`src/inc/ips_pkg.sv`:
```
// Shared constants and types for the indexed positioning sequencer
package ips_pkg;

  localparam int unsigned CLK_HZ          = 125_000_000;
  localparam int unsigned STEPS_PER_REV   = 4096;
  localparam int unsigned TGT_N           = 5;
  localparam int unsigned MSG_TIMEOUT_MS  = 16;
  localparam int unsigned MSG_TIMEOUT_CYC = CLK_HZ / 1000 * MSG_TIMEOUT_MS;
  localparam int unsigned BAUD_PC_BPS     = 19200;
  localparam int unsigned BAUD_PC_DIV     = CLK_HZ / BAUD_PC_BPS;
  localparam int unsigned SCAN_DWELL_US   = 10;
  localparam int unsigned SCAN_DWELL_CYC  = CLK_HZ / 1_000_000 * SCAN_DWELL_US;

  localparam logic [3:0]  BAUD_CODE_PC    = 4'h6;

  // Digital input positions: input n sits at bit n-1
  localparam int unsigned DIN_MOVE        = 0;
  localparam int unsigned DIN_HOME        = 1;
  localparam int unsigned DIN_PROX        = 2;
  localparam int unsigned DIN_CODE_LO     = 3;

  // Register byte addresses
  localparam logic [7:0]  ADDR_CTRL       = 8'h00;
  localparam logic [7:0]  ADDR_KEYS       = 8'h04;
  localparam logic [7:0]  ADDR_STATUS     = 8'h08;
  localparam logic [7:0]  ADDR_HOME_SPD   = 8'h0C;
  localparam logic [7:0]  ADDR_JOG_SPD    = 8'h10;
  localparam logic [7:0]  ADDR_ZERO_WIN   = 8'h14;
  localparam logic [7:0]  ADDR_SCRATCH    = 8'h18;
  localparam logic [7:0]  ADDR_PRESEL     = 8'h1C;
  localparam logic [7:0]  ADDR_SERIAL     = 8'h20;
  localparam logic [7:0]  ADDR_DIO        = 8'h24;
  localparam logic [7:0]  ADDR_AXIS       = 8'h28;
  localparam logic [7:0]  ADDR_TGT1       = 8'h40;
  localparam logic [7:0]  ADDR_TGT5       = 8'h50;

  // Keypad key bits in the key register
  localparam int unsigned KEY_HOMING      = 0;
  localparam int unsigned KEY_TEACH_SEL   = 1;
  localparam int unsigned KEY_AUTO        = 2;
  localparam int unsigned KEY_EDIT        = 3;
  localparam int unsigned KEY_PLUS        = 4;
  localparam int unsigned KEY_MINUS       = 5;
  localparam int unsigned KEY_CONFIRM     = 6;
  localparam int unsigned KEY_STORE       = 7;

  // Serial config field positions
  localparam int unsigned SER_NODE_LO     = 4;
  localparam int unsigned SER_ENABLE      = 9;
  localparam int unsigned SER_INIT        = 10;

  localparam logic [15:0] HOME_SPD_RST    = 16'h0005;
  localparam logic [15:0] JOG_SPD_RST     = 16'h000A;
  localparam logic [15:0] ZERO_WIN_RST    = 16'h0000;

  typedef enum logic [4:0] {
    ST_IDLE   = 5'b00001,
    ST_HOMING = 5'b00010,
    ST_READY  = 5'b00100,
    ST_POS    = 5'b01000,
    ST_JOG    = 5'b10000
  } ips_state_e;

  typedef enum logic [2:0] {
    MD_AUTO  = 3'b001,
    MD_TEACH = 3'b010,
    MD_EDIT  = 3'b100
  } ips_mode_e;

endpackage

```
`src/core/ips_edge_det.sv`:
```
// Two-stage synchroniser with rising-edge detector
`timescale 1ns/1ps
`default_nettype none
module ips_edge_det #(
  parameter int unsigned W = 1
) (
  input  wire logic         pclk,
  input  wire logic         presetn,
  input  wire logic [W-1:0] raw,
  output logic      [W-1:0] lvl,
  output logic      [W-1:0] rise
);
  logic [W-1:0] s1_q;
  logic [W-1:0] s2_q;
  logic [W-1:0] prev_q;

  always_ff @(posedge pclk or negedge presetn) begin
    if (!presetn) begin
      s1_q   <= '0;
      s2_q   <= '0;
      prev_q <= '0;
    end else begin
      s1_q   <= raw;
      s2_q   <= s1_q;
      prev_q <= s2_q;
    end
  end

  assign lvl  = s2_q;
  assign rise = s2_q & ~prev_q;
endmodule
`default_nettype wire

```
`src/core/ips_bcd_scan.sv`:
```
// Four-digit BCD thumbwheel scanner, least significant digit first
`timescale 1ns/1ps
`default_nettype none
module ips_bcd_scan
  import ips_pkg::*;
#(
  parameter int unsigned DWELL = SCAN_DWELL_CYC
) (
  input  wire logic        pclk,
  input  wire logic        presetn,
  input  wire logic [3:0]  bcd_in,
  output logic      [3:0]  sel_q,
  output logic      [13:0] value_q,
  output logic             valid_q
);
  logic [15:0] div_q;
  logic [13:0] acc_q;
  logic [9:0]  wt_q;
  logic        tick;
  logic [13:0] part;

  // Digit sampled at the end of its dwell so the wheel contacts have settled
  assign tick = (div_q == 16'(DWELL - 1));
  // Widened before the product: four times a thousand does not fit in ten bits
  assign part = 14'(bcd_in) * 14'(wt_q);

  always_ff @(posedge pclk or negedge presetn) begin
    if (!presetn) begin
      div_q <= '0;
    end else begin
      div_q <= tick ? 16'h0000 : div_q + 16'h0001;
    end
  end

  always_ff @(posedge pclk or negedge presetn) begin
    if (!presetn) begin
      sel_q   <= 4'h1;
      acc_q   <= '0;
      wt_q    <= 10'h001;
      value_q <= '0;
      valid_q <= 1'b0;
    end else begin
      valid_q <= 1'b0;
      if (tick) begin
        if (sel_q[3]) begin
          value_q <= acc_q + part;
          valid_q <= 1'b1;
          acc_q   <= '0;
          wt_q    <= 10'h001;
          sel_q   <= 4'h1;
        end else begin
          acc_q   <= acc_q + part;
          wt_q    <= 10'(wt_q * 10'd10);
          sel_q   <= {sel_q[2:0], 1'b0};
        end
      end
    end
  end

  a_scan_onehot: assert property (@(posedge pclk) disable iff (!presetn)
    $onehot(sel_q)) else $error("thumbwheel select not one-hot");
endmodule
`default_nettype wire

```
`src/core/ips_sequencer.sv`:
```
// Indexed positioning sequencer with APB register access
// Operation
// - Stay idle after power-up; no positioning until homing done.
// - Input 2 pulse or homing key starts homing.
// - Homing runs at homing speed until proximity input 3; that is zero.
// - Inputs 6..4 code 1..5 pick targets one to five; else zero.
// - Input 1 pulse launches trapezoidal move to selected target.
// - Targets are steps from homed zero, 4096 steps per revolution.
// - Status outputs high throughout homing, positioning and jogging.
// - Teach mode: plus/minus keys start or stop jog at jog speed.
// - Teach select key cycles dimension; confirm key captures axis position.
// - Edit mode: plus/minus change value, edit key advances dimension.
// - One key selects automatic mode, another commits targets to storage.
// - Scanner drives four selects LSD first, reads BCD digit per select.
// - Thumbwheel digits combine to decimal into the preselector target.
// - Speed reference inside window around zero forces commanded speed zero.
// - Host reads inputs and writes outputs directly, replacing internal program.
// - Baud code 6 gives 19200 bit/s and 16 ms message timeout.
//
// Added by the designer: the APB register port and the address map.
`timescale 1ns/1ps
`default_nettype none
module ips_sequencer
  import ips_pkg::*;
#(
  parameter int unsigned TIMEOUT_CYC = MSG_TIMEOUT_CYC,
  parameter int unsigned SCAN_CYC    = SCAN_DWELL_CYC
) (
  input  wire logic        pclk,
  input  wire logic        presetn,
  input  wire logic        psel,
  input  wire logic        penable,
  input  wire logic        pwrite,
  input  wire logic [7:0]  paddr,
  input  wire logic [31:0] pwdata,
  output logic      [31:0] prdata,
  output logic             pready,
  output logic             pslverr,
  input  wire logic [7:0]  din,
  input  wire logic [31:0] axis_pos,
  input  wire logic        move_done,
  input  wire logic [15:0] speed_ref,
  input  wire logic        msg_start,
  input  wire logic        msg_end,
  input  wire logic [3:0]  bcd_in,
  output logic             homing_active,
  output logic             positioning_active,
  output logic             jogging_active,
  output logic [15:0]      speed_cmd,
  output logic             move_start,
  output logic [31:0]      move_target,
  output logic             zero_set,
  output logic             nv_store,
  output logic [15:0]      speed_out,
  output logic [3:0]       digit_sel,
  output logic [3:0]       gp_out,
  output logic             baud_tick,
  output logic             msg_timeout
);
  ips_state_e  st_q, st_d;
  ips_mode_e   mode_q;
  logic [31:0] tgt_q [1:TGT_N];
  logic [2:0]  dim_q;
  logic        homed_q, jog_neg_q, host_ctrl_q;
  logic [7:0]  key_q;
  logic [15:0] home_spd_q, jog_spd_q, win_q, scratch_q;
  logic [13:0] presel_q;
  logic [3:0]  baud_code_q;
  logic [4:0]  node_q;
  logic        ser_en_q, ser_ready_q;
  logic [31:0] rd_d;
  logic        acc, wr_en, hit, is_tgt;
  logic [2:0]  tix, code, pos_sel;
  logic [31:0] sel_target;
  logic [2:0]  d_lvl, d_rise;
  logic        home_cmd, move_cmd;
  logic [15:0] abs_ref;
  logic [3:0]  scan_sel;
  logic [13:0] scan_val;
  logic        scan_vld;
  logic [15:0] baud_cnt_q;
  logic [31:0] to_cnt_q;
  logic        msg_busy_q;

  ips_edge_det #(.W(3)) u_edge (
    .pclk    (pclk),
    .presetn (presetn),
    .raw     (din[DIN_PROX:DIN_MOVE]),
    .lvl     (d_lvl),
    .rise    (d_rise)
  );

  ips_bcd_scan #(.DWELL(SCAN_CYC)) u_scan (
    .pclk    (pclk),
    .presetn (presetn),
    .bcd_in  (bcd_in),
    .sel_q   (scan_sel),
    .value_q (scan_val),
    .valid_q (scan_vld)
  );

  // APB: one wait state, writes land on the edge that samples pready high
  assign acc    = psel & penable & ~pready;
  assign wr_en  = psel & penable & pready & pwrite;
  assign is_tgt = (paddr >= ADDR_TGT1) && (paddr <= ADDR_TGT5) && (paddr[1:0] == 2'b00);
  assign tix    = 3'(((paddr - ADDR_TGT1) >> 2) + 8'h01);

  always_comb begin
    hit  = 1'b1;
    rd_d = '0;
    case (paddr)
      ADDR_CTRL:     rd_d = {31'h0, host_ctrl_q};
      ADDR_KEYS:     rd_d = '0;
      ADDR_STATUS:   rd_d = {16'h0, jog_neg_q, homed_q, pos_sel, dim_q, mode_q, st_q};
      ADDR_HOME_SPD: rd_d = {16'h0, home_spd_q};
      ADDR_JOG_SPD:  rd_d = {16'h0, jog_spd_q};
      ADDR_ZERO_WIN: rd_d = {16'h0, win_q};
      ADDR_SCRATCH:  rd_d = {16'h0, scratch_q};
      ADDR_PRESEL:   rd_d = {18'h0, presel_q};
      ADDR_SERIAL:   rd_d = {21'h0, ser_ready_q, ser_en_q, node_q, baud_code_q};
      ADDR_DIO:      rd_d = {20'h0, gp_out, din};
      ADDR_AXIS:     rd_d = axis_pos;
      default: begin
        if (is_tgt) begin
          rd_d = tgt_q[tix];
        end else begin
          hit = 1'b0;
        end
      end
    endcase
  end

  always_ff @(posedge pclk or negedge presetn) begin
    if (!presetn) begin
      pready  <= 1'b0;
      prdata  <= '0;
      pslverr <= 1'b0;
    end else begin
      pready  <= acc;
      prdata  <= (acc && !pwrite) ? rd_d : 32'h0;
      pslverr <= acc & ~hit;
    end
  end

  always_ff @(posedge pclk or negedge presetn) begin
    if (!presetn) begin
      host_ctrl_q <= 1'b0;
      home_spd_q  <= HOME_SPD_RST;
      jog_spd_q   <= JOG_SPD_RST;
      win_q       <= ZERO_WIN_RST;
      gp_out      <= '0;
      key_q       <= '0;
    end else begin
      key_q <= (wr_en && paddr == ADDR_KEYS) ? pwdata[7:0] : 8'h00;
      if (wr_en) begin
        case (paddr)
          ADDR_CTRL:     host_ctrl_q <= pwdata[0];
          ADDR_HOME_SPD: home_spd_q  <= pwdata[15:0];
          ADDR_JOG_SPD:  jog_spd_q   <= pwdata[15:0];
          ADDR_ZERO_WIN: win_q       <= pwdata[15:0];
          ADDR_DIO:      gp_out      <= pwdata[11:8];
          default: ;
        endcase
      end
    end
  end

  // Host control masks the pin commands so a serial master owns the axis
  assign home_cmd = (d_rise[DIN_HOME] & ~host_ctrl_q) | key_q[KEY_HOMING];
  assign move_cmd = d_rise[DIN_MOVE] & ~host_ctrl_q;
  assign code     = din[DIN_CODE_LO+2:DIN_CODE_LO];
  assign pos_sel  = (code >= 3'd1 && code <= 3'd5) ? code : 3'd0;
  assign sel_target = (pos_sel == 3'd0) ? 32'h0 : tgt_q[pos_sel];

  always_comb begin
    st_d = st_q;
    case (st_q)
      ST_IDLE:   if (home_cmd) st_d = ST_HOMING;
      ST_HOMING: if (d_lvl[DIN_PROX]) st_d = ST_READY;
      ST_READY: begin
        if (home_cmd) begin
          st_d = ST_HOMING;
        end else if (move_cmd && mode_q == MD_AUTO) begin
          st_d = ST_POS;
        end else if (mode_q == MD_TEACH && (key_q[KEY_PLUS] || key_q[KEY_MINUS])) begin
          st_d = ST_JOG;
        end
      end
      ST_POS:    if (move_done) st_d = ST_READY;
      ST_JOG:    if (key_q[KEY_PLUS] || key_q[KEY_MINUS]) st_d = ST_READY;
      default:   st_d = ST_IDLE;
    endcase
  end

  always_ff @(posedge pclk or negedge presetn) begin
    if (!presetn) begin
      st_q               <= ST_IDLE;
      homed_q            <= 1'b0;
      homing_active      <= 1'b0;
      positioning_active <= 1'b0;
      jogging_active     <= 1'b0;
      zero_set           <= 1'b0;
      move_start         <= 1'b0;
      move_target        <= '0;
      jog_neg_q          <= 1'b0;
    end else begin
      st_q               <= st_d;
      homing_active      <= (st_d == ST_HOMING);
      positioning_active <= (st_d == ST_POS);
      jogging_active     <= (st_d == ST_JOG);
      zero_set           <= (st_q == ST_HOMING) && (st_d == ST_READY);
      if (st_q == ST_HOMING && st_d == ST_READY) begin
        homed_q <= 1'b1;
      end
      move_start <= (st_q == ST_READY) && (st_d == ST_POS);
      if (st_q == ST_READY && st_d == ST_POS) begin
        move_target <= sel_target;
      end
      if (st_q == ST_READY && st_d == ST_JOG) begin
        jog_neg_q <= key_q[KEY_MINUS];
      end
    end
  end

  always_ff @(posedge pclk or negedge presetn) begin
    if (!presetn) begin
      speed_cmd <= '0;
    end else begin
      case (st_q)
        ST_HOMING: speed_cmd <= home_spd_q;
        ST_JOG:    speed_cmd <= jog_neg_q ? 16'(-jog_spd_q) : jog_spd_q;
        default:   speed_cmd <= '0;
      endcase
    end
  end

  // Mode keys are ignored mid-jog so a running jog cannot lose its stop key
  always_ff @(posedge pclk or negedge presetn) begin
    if (!presetn) begin
      mode_q   <= MD_AUTO;
      dim_q    <= 3'd1;
      nv_store <= 1'b0;
    end else begin
      nv_store <= key_q[KEY_STORE];
      if (st_q != ST_JOG) begin
        if (key_q[KEY_AUTO]) begin
          mode_q <= MD_AUTO;
        end else if (key_q[KEY_TEACH_SEL]) begin
          if (mode_q != MD_TEACH) begin
            mode_q <= MD_TEACH;
          end else begin
            dim_q <= (dim_q == 3'd5) ? 3'd1 : dim_q + 3'd1;
          end
        end else if (key_q[KEY_EDIT]) begin
          if (mode_q != MD_EDIT) begin
            mode_q <= MD_EDIT;
          end else begin
            dim_q <= (dim_q == 3'd5) ? 3'd1 : dim_q + 3'd1;
          end
        end
      end
    end
  end

  // Bus writes win over keypad edits landing in the same cycle
  always_ff @(posedge pclk or negedge presetn) begin
    if (!presetn) begin
      for (int i = 1; i <= TGT_N; i++) begin
        tgt_q[i] <= '0;
      end
    end else begin
      if (wr_en && is_tgt) begin
        tgt_q[tix] <= pwdata;
      end else if (mode_q == MD_TEACH && st_q == ST_READY && key_q[KEY_CONFIRM]) begin
        tgt_q[dim_q] <= axis_pos;
      end else if (mode_q == MD_EDIT && key_q[KEY_PLUS]) begin
        tgt_q[dim_q] <= tgt_q[dim_q] + 32'h1;
      end else if (mode_q == MD_EDIT && key_q[KEY_MINUS]) begin
        tgt_q[dim_q] <= tgt_q[dim_q] - 32'h1;
      end
    end
  end

  assign abs_ref = speed_ref[15] ? 16'(-speed_ref) : speed_ref;

  always_ff @(posedge pclk or negedge presetn) begin
    if (!presetn) begin
      scratch_q <= '0;
      speed_out <= '0;
      presel_q  <= '0;
      digit_sel <= '0;
    end else begin
      scratch_q <= abs_ref;
      speed_out <= (abs_ref <= win_q) ? 16'h0000 : speed_ref;
      digit_sel <= scan_sel;
      if (scan_vld) begin
        presel_q <= scan_val;
      end
    end
  end

  // Serial config: the port only comes up after the init bit is written
  always_ff @(posedge pclk or negedge presetn) begin
    if (!presetn) begin
      baud_code_q <= '0;
      node_q      <= '0;
      ser_en_q    <= 1'b0;
      ser_ready_q <= 1'b0;
    end else if (wr_en && paddr == ADDR_SERIAL) begin
      baud_code_q <= pwdata[3:0];
      node_q      <= pwdata[SER_NODE_LO+4:SER_NODE_LO];
      ser_en_q    <= pwdata[SER_ENABLE];
      if (!pwdata[SER_ENABLE]) begin
        ser_ready_q <= 1'b0;
      end else if (pwdata[SER_INIT] && ser_en_q) begin
        ser_ready_q <= 1'b1;
      end
    end
  end

  always_ff @(posedge pclk or negedge presetn) begin
    if (!presetn) begin
      baud_cnt_q  <= '0;
      baud_tick   <= 1'b0;
      to_cnt_q    <= '0;
      msg_busy_q  <= 1'b0;
      msg_timeout <= 1'b0;
    end else begin
      baud_tick   <= 1'b0;
      msg_timeout <= 1'b0;
      if (ser_ready_q && baud_code_q == BAUD_CODE_PC) begin
        baud_cnt_q <= (baud_cnt_q == 16'(BAUD_PC_DIV - 1)) ? 16'h0000 : baud_cnt_q + 16'h0001;
        baud_tick  <= (baud_cnt_q == 16'(BAUD_PC_DIV - 1));
      end else begin
        baud_cnt_q <= '0;
      end
      if (msg_start && ser_ready_q) begin
        msg_busy_q <= 1'b1;
        to_cnt_q   <= '0;
      end else if (msg_end) begin
        msg_busy_q <= 1'b0;
      end else if (msg_busy_q) begin
        to_cnt_q <= to_cnt_q + 32'h1;
        if (to_cnt_q == 32'(TIMEOUT_CYC - 1)) begin
          msg_busy_q  <= 1'b0;
          msg_timeout <= 1'b1;
        end
      end
    end
  end

  a_no_move_unhomed: assert property (@(posedge pclk) disable iff (!presetn)
    !homed_q |-> !positioning_active && !move_start) else $error("move before homing");
  a_home_start: assert property (@(posedge pclk) disable iff (!presetn)
    (st_q == ST_IDLE && home_cmd) |=> homing_active && st_q == ST_HOMING)
    else $error("homing not started");
  a_zero_on_prox: assert property (@(posedge pclk) disable iff (!presetn)
    (st_q == ST_HOMING && d_lvl[DIN_PROX]) |=> zero_set && homed_q && !homing_active)
    else $error("zero not taken at sensor");
  a_move_target: assert property (@(posedge pclk) disable iff (!presetn)
    (st_q == ST_READY && move_cmd && mode_q == MD_AUTO && !home_cmd)
    |=> move_start && move_target == $past(sel_target) ##1 !move_start)
    else $error("wrong move launch");
  a_zero_code: assert property (@(posedge pclk) disable iff (!presetn)
    (code == 3'd0 || code > 3'd5) |-> sel_target == 32'h0) else $error("bad position code");
  a_status_match: assert property (@(posedge pclk) disable iff (!presetn)
    homing_active == (st_q == ST_HOMING) && jogging_active == (st_q == ST_JOG)
    && positioning_active == (st_q == ST_POS)) else $error("status output mismatch");
  // Speed is built from the values that stood one cycle earlier
  a_jog_speed: assert property (@(posedge pclk) disable iff (!presetn)
    (st_q == ST_JOG) |=> speed_cmd == ($past(jog_neg_q) ?
    16'(-$past(jog_spd_q)) : $past(jog_spd_q))) else $error("jog speed wrong");
  a_teach_capture: assert property (@(posedge pclk) disable iff (!presetn)
    (mode_q == MD_TEACH && st_q == ST_READY && key_q[KEY_CONFIRM] && !(wr_en && is_tgt))
    |=> tgt_q[$past(dim_q)] == $past(axis_pos)) else $error("teach capture lost");
  a_deadband: assert property (@(posedge pclk) disable iff (!presetn)
    (abs_ref <= win_q) |=> speed_out == 16'h0000) else $error("deadband not applied");
endmodule
`default_nettype wire

```
`config.mk`:
```
export PLATFORM = sky130hd
export DESIGN_NAME = ips_sequencer
export DESIGN_NICKNAME = d
export VERILOG_FILES = /design/src/inc/ips_pkg.sv /design/src/core/ips_edge_det.sv /design/src/core/ips_bcd_scan.sv /design/src/core/ips_sequencer.sv
export SDC_FILE = /design/constraint.sdc
export NUM_CORES = 2
export LEC_CHECK = 0
export ABC_CLOCK_PERIOD_IN_PS = 5000
export BUFFER_PORTS_ARGS = -buffer_cell sky130_fd_sc_hd__buf_2
export CAP_MARGIN = 20
export CORE_MARGIN = 3
export CORE_UTILIZATION = 61
export CTS_CLUSTER_DIAMETER = 120
export DETAILED_ROUTE_END_ITERATION = 8
export PLACE_DENSITY = 0.91
export SLEW_MARGIN = 30
export SYNTH_ARGS = -nofsm -noshare
export SYNTH_HDL_FRONTEND = slang
export SYNTH_SLANG_ARGS = --single-unit
```
`constraint.sdc`:
```
create_clock -name pclk -period 5 [get_ports pclk]
set_clock_uncertainty 0.05 [all_clocks]
set_input_delay 0.5 -clock pclk [delete_from_list [all_inputs] [get_ports pclk]]
set_output_delay 0.5 -clock pclk [all_outputs]
set_load 0.01 [all_outputs]
```
Word level (Yosys, flattened, before mapping)
Cells that the tools add are included.
Cells by class
  add/sub/neg operators: 11
  $mul: 2
  order comparisons: 10
  equal/unequal tests: 35
  muxes and demuxes: 73
  bitwise operators: 17
  reduce and logical (&&, ||, !) cells: 42
Operator list (count)
  $bwmux W160: 4
  $mux W160: 4
  $mux W32: 14
  $pmux W32 S11: 1
  $bmux W32 S3: 3
  $demux W32 S3: 2
  $mux W16: 6
  $add A32 B1 Y32 const B: 2
  $mux W5: 7
  $mux W3: 11
  $add A16 B1 Y16 const B: 2
  $eq A32 B21 Y1 const B: 1
  $eq A8 B5 Y1 const B: 4
  $neg A16 Y16: 2
  $pmux W16 S2: 1
  $sub A32 B1 Y32 const B: 1
  $pmux W5 S5: 1
  $eq A8 B6 Y1 const B: 3
  $logic_and A1 B1 Y1: 21
  $eq A16 B11 Y1 const B: 1
  $eq A16 B13 Y1 const B: 1
  $eq A8 B4 Y1 const B: 2
  $le A16 B16 Y1: 1
  $reduce_and A2 Y1: 8
  49 further kinds: 87
Word-level totals
  register bits: 501
  input bits: 108
  logic and storage cells: 239

Depth between registers and ports, before layout
  word-level depth: 10
  gate-level depth with buffers: 16
  mapped depth without buffers: 16

Cells and area by module
A second synthesis with hierarchy kept.
Unflattened totals
  cell total of the unflattened synthesis: 2959
  area total of the unflattened synthesis: 29274.3 µm²
By module, submodules not included
  ips_sequencer: times used 1, cells each 2503, area an instance 24718.7 µm², sequential area each 10869.2 µm²
  ips_bcd_scan: times used 1, cells each 444, area an instance 4289.1 µm², sequential area each 1402.6 µm²
  ips_edge_det: times used 1, cells each 12, area an instance 266.5 µm², sequential area each 225.2 µm²

Least setup slack after synthesis
Ideal clock, no wire load.
  path type: reg-to-reg
  start: register, netlist name u_scan.sel_q[0]
  end: register u_scan.value_q[13]
  setup time: 125 ps
  data arrival time: 3927 ps
  setup slack: 898 ps
  cell stages (with the launch flop): 16
  buffers on the path: 0
  clock period less this slack: 4102 ps
  cell sequence: dfstp_2 > nand2_1 > fa_1 > fa_1 > fa_1 > inv_1 > ha_1 > nor2b_1 > o21a_1 > o21a_1 > o211ai_1 > a21oi_1 > o31ai_1 > xnor2_1 > xor2_1 > mux2_2
RTL lines
  end signal: assignment: RTL line ips_bcd_scan.sv:46  | value_q <= acc_q + part;
  end: declaration: RTL line ips_bcd_scan.sv:13  | output logic [13:0] value_q,

==> impl_metrics.env <==
export IMPL_p_total_uw=8657
export IMPL_h_tree_depth=2
export IMPL_grt_pass1_vias=27514
export IMPL_cp_data_arrival_time_ps=4900
export IMPL_slowest_stage="dfstp_2"
export IMPL_grt_max_degree=137
export IMPL_antenna_found_initial=5
export IMPL_cts_buffer_depth=3
export IMPL_num_vias=27402
export IMPL_grt_pass1_wl_mm=159.2
export IMPL_num_antenna_cells=0
export IMPL_synth_cells=3056
export IMPL_final_util=0.6925
export IMPL_grt_usage=0.4068
export IMPL_die_x_um=224.3
export IMPL_area_delta_synth_final_pct=11.42
export IMPL_violations="design-rule violations"
export IMPL_drt_iter0_markers=4688
export IMPL_tns_ps=0
export IMPL_routed_wl_mm=104.0
export IMPL_grt_setup_unrepaired="no"
export IMPL_drt_vias_per_instance=7.168
export IMPL_fin_nets=3369
export IMPL_cp_cell_sequence="nand2_1, fa_1, fa_1, fa_1, inv_1, ha_1, nor2b_1, o21a_1, o21a_1, o211ai_1, a21oi_1, o31ai_1, xnor2_1, xor2_1, mux2_2"
export IMPL_max_freq_ghz=0.2242
export IMPL_worstSetupEndpointType="flop"
export IMPL_ys_warn_count=0
export IMPL_hold_viol_final=0
export IMPL_post_synth_num_cell_types=83
export IMPL_status="finished, violations left"
export IMPL_worstSkewPairLatency_ps=640
export IMPL_synthArstFlopShare=1.000
export IMPL_initial_utilization=0.6215
export IMPL_ir_worst_vdd_mv=0.2898
export IMPL_avgRoutedWirePerCell_um=27.20
export IMPL_cts_tree="built"
export IMPL_io_pins=222
export IMPL_timing_critical_path_mode_cell="fa_1"
export IMPL_gp_congestion=1.026
export IMPL_cap_viol_max_count=0
export IMPL_row_count=79
export IMPL_ys_ff_latch=498
export IMPL_worst_pin_slew_ps=1045
export IMPL_clk_pin_slew_ps=60
export IMPL_syn_nets=3253
export IMPL_max_stage_delay_ps=620
export IMPL_ys_seq_area_frac=0.4292
export IMPL_critPathKind="flop to flop"
export IMPL_drc=1
export IMPL_cts_buffers=52
export IMPL_synth_area_mm2=0.02906
export IMPL_drv_slew=0
export IMPL_io_buffers=221
export IMPL_postCtsHoldBufs=3
export IMPL_fin_hold_ws_ps=25.40
export IMPL_regToRegSetupSlack_ps=540
export IMPL_root_buffer="clkbuf_16"
export IMPL_cp_top_family="adder cells"
export IMPL_cts_sinks=498
export IMPL_cts_setup_buffers=0
export IMPL_dp_hpwl_mm=68.80
export IMPL_p_leak_uw=0.01464
export IMPL_layout_min_cycle_time_ps=4460
export IMPL_worst_path_buf_inv=1
export IMPL_p_per_area_mw_per_mm2=267.4
export IMPL_cts_resized=0
export IMPL_dr_pass1_iters=9
export IMPL_worstHoldPathType="primary input to flop"
export IMPL_setup_viol=0
export IMPL_dieArea_mm2=0.05029
export IMPL_grt_ovfl_total=0
export IMPL_crit_fanout=8
export IMPL_postSynthAreaPerCell_um2=9.508
export IMPL_core_mm2=0.04675
export IMPL_postRouteAntennaNets=0
export IMPL_die_h_um=224.3
export IMPL_drive_gt1_frac=0.1629
export IMPL_nFillCells=3471
export IMPL_required_ps=5440
export IMPL_slew_headroom=0.3006
export IMPL_synth_main_ff_cell="dfrtp_1"
export IMPL_fin_crit_sh=0.8919
export IMPL_cp_start_kind="flop"
export IMPL_synth_edf_count=0
routing by layer:
layer / global-route usage / up-vias / wire length [um]
met5: 0 / - / 22
met4: 0.2407 / 4 / 7146
met3: 0.1124 / 610 / 13370
met2: 0.6257 / 2184 / 45900
met1: 0.5190 / 13164 / 37530
li1: - / 11440 / -
power breakdown:
group          switching [uW]  leakage [uW]  internal [uW]  total (uW)
clock network            1730      0.000822           2140        3870
registers                48.7       0.00649           4090        4140
logic                     464       0.00733            186         650
through the flow:
stage	area, um2	cells	setup WS (ps)
after floorplan	29060	3056	898.5
after global placement	30620	3721	507.4
final	32370	3823	540.4
after detailed placement	30640	3721	476.4
after global routing	32370	3823	356.0
after CTS	32340	3822	581.3
flip-flops by register name, indices dropped and copies added (netlist names), 4 cells and up:
name	cells
gp_out	4
u_scan.acc_q	14
key_q	8
move_target	32
u_scan.wt_q	7
prdata	32
tgt_q	160
speed_cmd	16
digit_sel	4
jog_spd_q	16
baud_cnt_q	16
baud_code_q	4
scratch_q	16
speed_out	16
to_cnt_q	32
u_scan.sel_q	4
u_scan.value_q	14
u_scan.div_q	16
win_q	16
home_spd_q	16
presel_q	14
st_q	5
node_q	5
cells by family (layout without fill, tap and decap cells):
kind of cell             Yosys count  count (layout)  share of synthesized area
AND/OR/NAND/NOR                  844             844                     0.1423
adder cells (fa/ha/maj)           89              89                    0.04556
XOR/XNOR                         126             126                    0.03850
buffers and inverters            339             499                    0.04616
multiplexers                     219             219                    0.08091
AO/OA/AOI/OAI                    941             941                     0.2173
flip-flops                       498             498                     0.4292
cells in the final DEF, fill, tap and decap left out, types with 54 or more instances in the layout:
cell | synthesis | layout
nand3_1 | 55 | 54
nor2_1 | 184 | 181
and2_1 | 70 | 68
o21ai_0 | 261 | 261
dfrtp_1 | 490 | 489
a22oi_1 | 198 | 198
buf_2 | 8 | 219
nand2_1 | 280 | 276
xor2_1 | 72 | 72
inv_1 | 110 | 110
buf_4 | 3 | 63
a21oi_1 | 106 | 105
ha_1 | 61 | 61
mux2i_1 | 112 | 112
mux2_2 | 103 | 103
layout make-up:
| cell class | instances | area, um2 | share of cell area |
|---|---|---|---|
| sequential | 498 | 12480 | 0.3854 |
| tap | 607 | 759.5 | 0.02346 |
| multi-input combinational | 2219 | 15350 | 0.4742 |
| clock inverter | 23 | 221.5 | 0.006841 |
| clock buffer | 75 | 1448 | 0.04472 |
| inverter | 111 | 416.7 | 0.01287 |
| timing repair buffer | 290 | 1702 | 0.05256 |
final timing paths:
check	from	end	cells after the start
worst max-delay path	u_scan.sel_q[0]$_DFFE_PN1N_	u_scan.value_q[13]$_DFFE_PN0P_	15
worst min-delay path	din[1]	u_edge.s1_q[1]$_DFF_PN0_	1
worst max register to register	u_scan.sel_q[0]$_DFFE_PN1N_	u_scan.value_q[13]$_DFFE_PN0P_	15
worst min register to register	u_edge.s1_q[1]$_DFF_PN0_	u_edge.lvl[1]$_DFF_PN0_	0
max in group asynchronous	presetn	win_q[15]$_DFFE_PN0P_	3
min in group asynchronous	presetn	prdata[6]$_DFF_PN0_	2
cells in the mapped netlist (70+ instances only):
cell type | number | area, um2
a21oi_1 | 106 | 530.5
a22oi_1 | 198 | 1486
and2_1 | 70 | 437.9
clkbuf_1 | 198 | 743.2
dfrtp_1 | 490 | 12260
inv_1 | 110 | 412.9
mux2_2 | 103 | 1160
mux2i_1 | 112 | 1121
nand2_1 | 280 | 1051
nor2_1 | 184 | 690.7
o21ai_0 | 261 | 1306
xor2_1 | 72 | 630.6
Note: power is estimated with default switching activity, not from simulation.
